$ cat src/verilog/isomc_pkg.sv
// Package with shared constants and carrier types for the isolator monitor controller.
package isomc_pkg;
  // Nominal alive settle delay of the isolator, in microseconds.
  localparam int ALIVE_DELAY_US   = 100;
  localparam int CLK_PERIOD_PS    = 4000;
  localparam int ALIVE_DELAY_CYC  = (ALIVE_DELAY_US * 1000000 + CLK_PERIOD_PS - 1) / CLK_PERIOD_PS;
  // Slack added before the host trusts the alive pins, in cycles.
  localparam int ALIVE_MARGIN_CYC = 16;
  localparam int SLAVES           = 4;

  typedef enum logic [1:0] {
    ISOMC_MODE_SINGLE,
    ISOMC_MODE_DAISY,
    ISOMC_MODE_INDEP
  } isomc_mode_t;

  // Alive pins sampled from the isolator, one for side A and one for side B.
  typedef struct packed {
    logic side_a_alive;
    logic side_b_alive;
  } isomc_status_t;
endpackage

$ cat src/verilog/isomc_sync.sv
// Two-flop synchroniser for the slow alive pins.
`timescale 1ns/1ps
`default_nettype none
module isomc_sync #(
  parameter int WIDTH = 2
) (
  // Clock and reset
  input  wire logic             ref_clk,
  input  wire logic             rst,
  // Data
  input  wire logic [WIDTH-1:0] d,
  output logic      [WIDTH-1:0] q
);
  logic [WIDTH-1:0] stage1;
  logic [WIDTH-1:0] next_stage1;
  logic [WIDTH-1:0] next_q;

  always_comb begin
    next_stage1 = d;
    next_q      = stage1;
  end

  always_ff @(posedge ref_clk or posedge rst) begin
    if (rst) begin
      stage1 <= '0;
      q      <= '0;
    end else begin
      stage1 <= next_stage1;
      q      <= next_q;
    end
  end
endmodule
`default_nettype wire

$ cat src/verilog/isomc_host.sv
// Host-side controller driving the isolator's chip select and MISO enable pins.
// Functional notes
// Side A alive needs power, ready
// Side B alive follows side B power
// Power loss forces outputs to default
// Alive rises 100us after power seen
// Undervoltage forces all outputs default
// Ready and enable inputs are filtered
// Low enable turns MISO on
// Daisy chain: one select for all
// Independent: enable low when any select
// Single slave: enable tied low
// Treat alive pins as slow status
// Each monitor channel is one-way
// Side A ready low allows transfers
// MISO driven if select or enable low
// Alive delay restarts on power loss
`timescale 1ns/1ps
`default_nettype none
module isomc_host #(
  parameter int SLAVES     = isomc_pkg::SLAVES,
  parameter int SETTLE_CYC = isomc_pkg::ALIVE_MARGIN_CYC
) (
  // Clock and reset
  input  wire logic               ref_clk,
  input  wire logic               rst,
  // Configuration
  input  wire isomc_pkg::isomc_mode_t mode,
  // Isolator status pins
  input  wire logic               side_a_alive,
  input  wire logic               side_b_alive,
  // User select requests, one per slave, active high
  input  wire logic [SLAVES-1:0]  select_req,
  // Isolator control pins
  output logic                    chip_select_in_n,
  output logic [SLAVES-1:1]       ext_chip_select_n,
  output logic                    miso_output_enable_n,
  // User status
  output logic                    link_ready,
  output logic                    select_refused
);
  isomc_pkg::isomc_status_t status;
  logic [15:0] settle_cnt;
  logic [15:0] next_settle_cnt;
  logic        next_link_ready;
  logic        next_cs_n;
  logic [SLAVES-1:1] next_ext_n;
  logic        next_oe_n;
  logic        next_refused;
  logic        both_alive;

  // Both alive pins pass the synchroniser before any decision reads them.
  isomc_sync #(.WIDTH(2)) u_sync (
    .ref_clk (ref_clk),
    .rst     (rst),
    .d       ({side_a_alive, side_b_alive}),
    .q       (status)
  );

  // The alive pins are slow status, so the host only debounces their level.
  // Side A alive carries power and ready, side B alive carries side B power.
  assign both_alive = status.side_a_alive && status.side_b_alive;

  always_comb begin
    next_settle_cnt = settle_cnt;
    next_link_ready = link_ready;
    if (!both_alive) begin
      // Any drop of alive restarts the wait, mirroring the device's timer.
      next_settle_cnt = '0;
      next_link_ready = 1'b0;
    end else if (settle_cnt < 16'(SETTLE_CYC)) begin
      next_settle_cnt = settle_cnt + 16'h0001;
    end else begin
      next_link_ready = 1'b1;
    end
  end

  always_comb begin
    next_cs_n    = 1'b1;
    next_ext_n   = '1;
    next_oe_n    = 1'b1;
    next_refused = 1'b0;
    if (!link_ready) begin
      // Without a ready far side, selects would only clock into a dead bus.
      next_refused = |select_req;
    end else begin
      case (mode)
        isomc_pkg::ISOMC_MODE_SINGLE: begin
          next_cs_n = !select_req[0];
          next_oe_n = 1'b0;
        end
        isomc_pkg::ISOMC_MODE_DAISY: begin
          next_cs_n = !(|select_req);
          next_oe_n = 1'b1;
        end
        isomc_pkg::ISOMC_MODE_INDEP: begin
          next_cs_n  = !select_req[0];
          next_ext_n = ~select_req[SLAVES-1:1];
          next_oe_n  = !(|select_req);
        end
        default: begin
          next_refused = |select_req;
        end
      endcase
    end
  end

  always_ff @(posedge ref_clk or posedge rst) begin
    if (rst) begin
      settle_cnt           <= '0;
      link_ready           <= 1'b0;
      chip_select_in_n     <= 1'b1;
      ext_chip_select_n    <= '1;
      miso_output_enable_n <= 1'b1;
      select_refused       <= 1'b0;
    end else begin
      // Control pins are only ever driven toward the isolator, never read back.
      settle_cnt           <= next_settle_cnt;
      link_ready           <= next_link_ready;
      chip_select_in_n     <= next_cs_n;
      ext_chip_select_n    <= next_ext_n;
      miso_output_enable_n <= next_oe_n;
      select_refused       <= next_refused;
    end
  end
endmodule
`default_nettype wire

$ cat config.mk
export PLATFORM = sky130hd
export DESIGN_NAME = isomc_host
export DESIGN_NICKNAME = d
export VERILOG_FILES = /design/src/verilog/isomc_pkg.sv /design/src/verilog/isomc_sync.sv /design/src/verilog/isomc_host.sv
export SDC_FILE = /design/constraint.sdc
export NUM_CORES = 1
export LEC_CHECK = 0
export BUFFER_PORTS_ARGS = -buffer_cell sky130_fd_sc_hd__buf_2
export CAP_MARGIN = 0
export CORE_AREA = 2 2 42 52
export CTS_CLUSTER_SIZE = 40
export DETAILED_ROUTE_END_ITERATION = 8
export DIE_AREA = 0 0 44 54
export MAX_ROUTING_LAYER = met4
export PLACE_DENSITY = 0.74
export SLEW_MARGIN = 20
export SYNTH_ARGS = -nofsm -noshare
export SYNTH_HDL_FRONTEND = slang
export SYNTH_HIERARCHICAL = 1
export SYNTH_SLANG_ARGS = --single-unit
export TNS_END_PERCENT = 100
$ cat constraint.sdc
create_clock -name ref_clk -period 2.9 [get_ports ref_clk]
set_clock_uncertainty 0.15 [all_clocks]
set_input_delay 0 -clock ref_clk [delete_from_list [all_inputs] [get_ports ref_clk]]
set_output_delay 0 -clock ref_clk [all_outputs]
set_load 0.01 [all_outputs]
# Word level (Yosys, flattened, before mapping)
# Index checks and enable logic that the tools add are counted.
[word_totals]
register_bits = 27
inputBits = 10
out_inout_bits = 7
word_cells = 34
[op_classes]
add_sub_neg = 1
n_lt_le_gt_ge = 1
eq_ne = 4
muxes = 12
bitwise_logic = 1
reduce_logical = 7
[ops]
columns = ["cell", "count"]
rows = [
  ["2-to-1 mux 16 bit", 2],
  ["adder 16 x 1 -> 16 bit, second input constant", 1],
  ["< comparator 16 x 5 -> 1 bit, second input constant", 1],
  ["2-to-1 mux 1 bit", 6],
  ["2-to-1 mux 3 bit", 2],
  ["one-hot mux 1 bit (2 select lines)", 2],
  ["OR reduction 4 bit", 1],
  ["inverter 3 bit", 1],
  ["OR reduction 3 bit", 1],
  ["equality test 2 x 1 -> 1 bit, second input constant", 1],
  ["equality test 2 bit, second input constant", 1],
  ["zero test 1 bit", 2],
  ["zero test 2 bit", 1],
  ["!= test 2 x 1 -> 1 bit, second input constant", 1],
  ["!= test 2 bit, second input constant", 1],
  ["OR reduction 2 bit", 1],
  ["logical AND 1 bit", 1],
]

# Longest topological paths before layout
[logic_depth]
ltp_word = 4
ltp_mapped = 4
ltp_nobuf = 4

# By module
# The synthesis kept the hierarchy.
[by_module_without_submodules]
columns = ["module", "instances", "cells_each", "area_each_um2", "seq_area_each_um2"]
rows = [
  ["isomc_host", 1, 77, 918.4, 581.8],
  ["isomc_sync", 1, 5, 103.8, 100.1],
]

# Worst setup path before layout
# Ideal clock, no wire load.
[synth_timing]
kind = "flip-flop to flip-flop"
startpoint = "reg settle_cnt[7]"
endpoint = "reg link_ready"
setup_ns = 0.119
arrival_time_ns = 1.450
t_required_ns = 2.631
slack_ns = 1.181
path_stages_with_launch = 4
n_path_buf = 0
period_less_slack_ns = 1.719
path_cell_list = "dfrtp_1 > or4_4 > or3_1 > o21a_1"
[synth_between]
elab_chain_len = 2
[synth_rtl]
columns = ["element", "line", "rtl"]
rows = [
  ["start, declared", "isomc_host.sv:43", "logic [15:0] settle_cnt;"],
  ["start signal, assigned", "isomc_host.sv:118", "settle_cnt <= next_settle_cnt;"],
  ["< comparator 16 x 5 -> 1 bit", "isomc_host.sv:71", "end else if (settle_cnt < 16'(SETTLE_CYC)) begin"],
  ["!= test 2 bit (no line)", "--", ""],
  ["end signal, assigned", "isomc_host.sv:119", "link_ready <= next_link_ready;"],
  ["end, declared", "isomc_host.sv:39", "output logic link_ready,"],
]
# No other way between the ends.
# A chain may end at the register's enable or synchronous reset.

# Final worst setup path
[layout_timing]
startpoint = "in select_req[1]"
endpoint = "reg miso_output_enable_n"
[layout_between]
elab_chain_len = 4
[layout_rtl]
columns = ["element", "line", "rtl"]
rows = [
  ["start, declared", "isomc_host.sv:33", "input wire logic [SLAVES-1:0] select_req,"],
  ["OR reduction 4 bit", "isomc_host.sv:99", "next_oe_n = !(|select_req);"],
  ["zero test 1 bit", "isomc_host.sv:99", ""],
  ["one-hot mux 1 bit (2 select lines)", "isomc_host.sv:87", "case (mode)"],
  ["2-to-1 mux 1 bit", "isomc_host.sv:83", "if (!link_ready) begin"],
  ["net next_oe_n", "isomc_host.sv:48", "logic next_oe_n;"],
  ["end signal, assigned", "isomc_host.sv:122", "miso_output_enable_n <= next_oe_n;"],
  ["end, declared", "isomc_host.sv:37", "output logic miso_output_enable_n,"],
]
# The timed path passes the listed nets, and every way through them passes these cells.

==> run_results.csv <==
group,metric,value,unit
timing,fin_setup_tns,0,ps
placed_design,io_buffers,16,
cts,clock_path_buffers,2,
synth,synth-async-reset-ratio,100,%
timing,drv_slew,0,
cts,clk_pin_slew,130,ps
grt,grt_max_degree,24,
pwr,power.total,0.576,mW
floorplanning,start_util,52.8,%
cts,htree_levels,1,
worst_hold_path,hold_path_end,"u_sync/next_q[0]",
synth,ys_seq_elements,27,
layout,fin_cells,135,
grt,grt.overflow.total,0,
grt,grt_pass1_wl,3130,um
job,max-cap-violations,0,
layout,mostFrequentLayoutCells,"22 x dfrtp_1, 16 x dlygate4sd3_1, 16 x buf_2",
routing,drc,0,
timing,worstMarginPinSlew,830,ps
timing,fmax,429,MHz
floorplanning,die_h,54,um
layout,area_delta_synth_final,27.4,%
synth,syn_nets,93,
floorplanning,std_cell_rows,18,
routing,drt_wl_total,1840,um
routing,via_per_inst,5.37,
layout,final_common_cell,"dfrtp_1",
synth,synth-edff-count,0,
layout,num_antenna_cells,0,
synth,ys_types,26,
floorplanning,die_x,44,um
setup_path,r2r_end,"settle_cnt[2]",
cts,cts_tree,"yes",
grt,antenna_found_initial,0,
worst_hold_path,whs_path_depth,2,
pwr,p_leak,0.642,nW
pwr,p_per_area,442,nW/um2
setup_path,required,3010,ps
placed_design,placed_cells,115,
setup_path,rr_startpoint,"settle_cnt[7]",
routing,drt_first_iter_violations,11,
timing,rsz0062_at_grt,"false",
grt,first_global_vias,745,
synth,synth_area,1020,um2
synth,syn_avg_cell_area,12.5,um2
floorplanning,pin_count,17,
timing,timing_hold_violations_final,0,
timing,whs,169,ps
timing,finalCriticalPeriod,2330,ps
setup_path,r2r_cells,3,
floorplanning,die_area,2380,um2
placed_design,routabilityCongestion,0.770,
timing,setup_viol,0,
routing,vias,725,
cts,numCtsBuffers,3,
layout,drive_above_1_share,24.3,%
layout,post-route-util,67.2,%
setup_path,crit_fanout,3,
layout,nNetsFinal,127,
floorplanning,core-area,1940,um2
placed_design,hpwl,1140,um
setup_path,ff2ff_setup_slack,1120,ps
cts,clk_latency,310,ps
synth,synthCells,82,
synth,yosys_warnings,6,
synth,synth_seq_area_share,66.7,%
cts,numClockSinks,27,
setup_path,crit_type,"in -> reg",
routing,ant_nets,0,
routing,firstDrtPassIters,4,
grt,grt_usage,19.1,%
cts,clock-root-buffer,"clkbuf_4",
synth,synth_flop_cell,"dfrtp_1",
worst_hold_path,hp-class,"in -> reg",
setup_path,cp-start-kind,"primary input",
pwr,irDropWorstVdd,386,uV
timing,slew_headroom,44.6,%
setup_path,cp-end-kind,"flip-flop",
routing,routedWlPerCell,13.6,um
setup_path,crit_arrival,2440,ps
timing,period_share,80.4,%
status,status,"completed",
worst_hold_path,min_from,"side_b_alive",
## final cells by class
class,instances,area (um2)
timing repair buffer,32,240
sequential,27,682
tap,20,25.0
clock buffer,4,26.3
multi-input combinational,49,318
inverter,3,11.3
fill,147,634
## registers in the layout (all words and copies together) (netlist names)
name / flops
miso_output_enable_n: 1
u_sync/q: 2
link_ready: 1
ext_chip_select_n: 3
u_sync/next_q: 2
select_refused: 1
settle_cnt: 16
chip_select_in_n: 1
## synth_stat cells (all sizes together) (2+ instances only)
cell    instances  area [um2]
dfstp           5         131
clkbuf          3        11.3
nand2b          3        18.8
inv             3        11.3
nand2          11        41.3
dfrtp          22         551
mux2i           4        40.0
and3           11        70.1
o21ai           2        10.0
nor4            3        18.8
or4             3        30.0
## worst max-delay path: stages
cell and delay (ps):
dlygate4sd3_1 550, buf_2 140, nor4_1 480, nand2_1 90
dlygate4sd3_1 570, nand3b_1 70, dlygate4sd3_1 540
## how the worst max path moves through the flow
stage	start	cells past startpoint	endpoint
after floorplan	settle_cnt[7]	3	link_ready
after global placement	settle_cnt[7]	3	link_ready
after detailed placement	settle_cnt[7]	3	link_ready
after CTS	select_req[1]	7	miso_output_enable_n
after global routing	select_req[1]	7	miso_output_enable_n
final	select_req[1]	7	miso_output_enable_n
## cells by family after synthesis
group	Yosys count	synth area share (%)
simple gates	40	23.7
buf+inv	6	2.20
mux	4	3.92
flops	27	66.7
fa+ha+maj	1	1.22
compound gates	4	2.20
## through the flow
stage               setup slack, ps  cell area [um2]
floorplan                      1180             1020
global placement               1160             1120
detailed placement             1150             1120
CTS                             625             1300
global route                    491             1300
finish                          569             1300
## where the power goes
part / switching (mW) / internal (mW) / total, mW
clock: 0.100 / 0.0537 / 0.154
combinational: 0.0173 / 0.0182 / 0.0355
sequential: 0.00498 / 0.381 / 0.386
## per-layer routing
layer	global-route usage [%]	part of all wire [%]
met5	-	0
met4	10.1	1.1
met3	2.35	2.1
met2	32.1	53
met1	22.3	43
## timing repair
action,CTS,global route
hold buffers,16,0
buffers inserted,0,0
resized for setup,0,0
hold endpoints to repair,30,0
No activity file was read; power rests on OpenSTA's default activity.
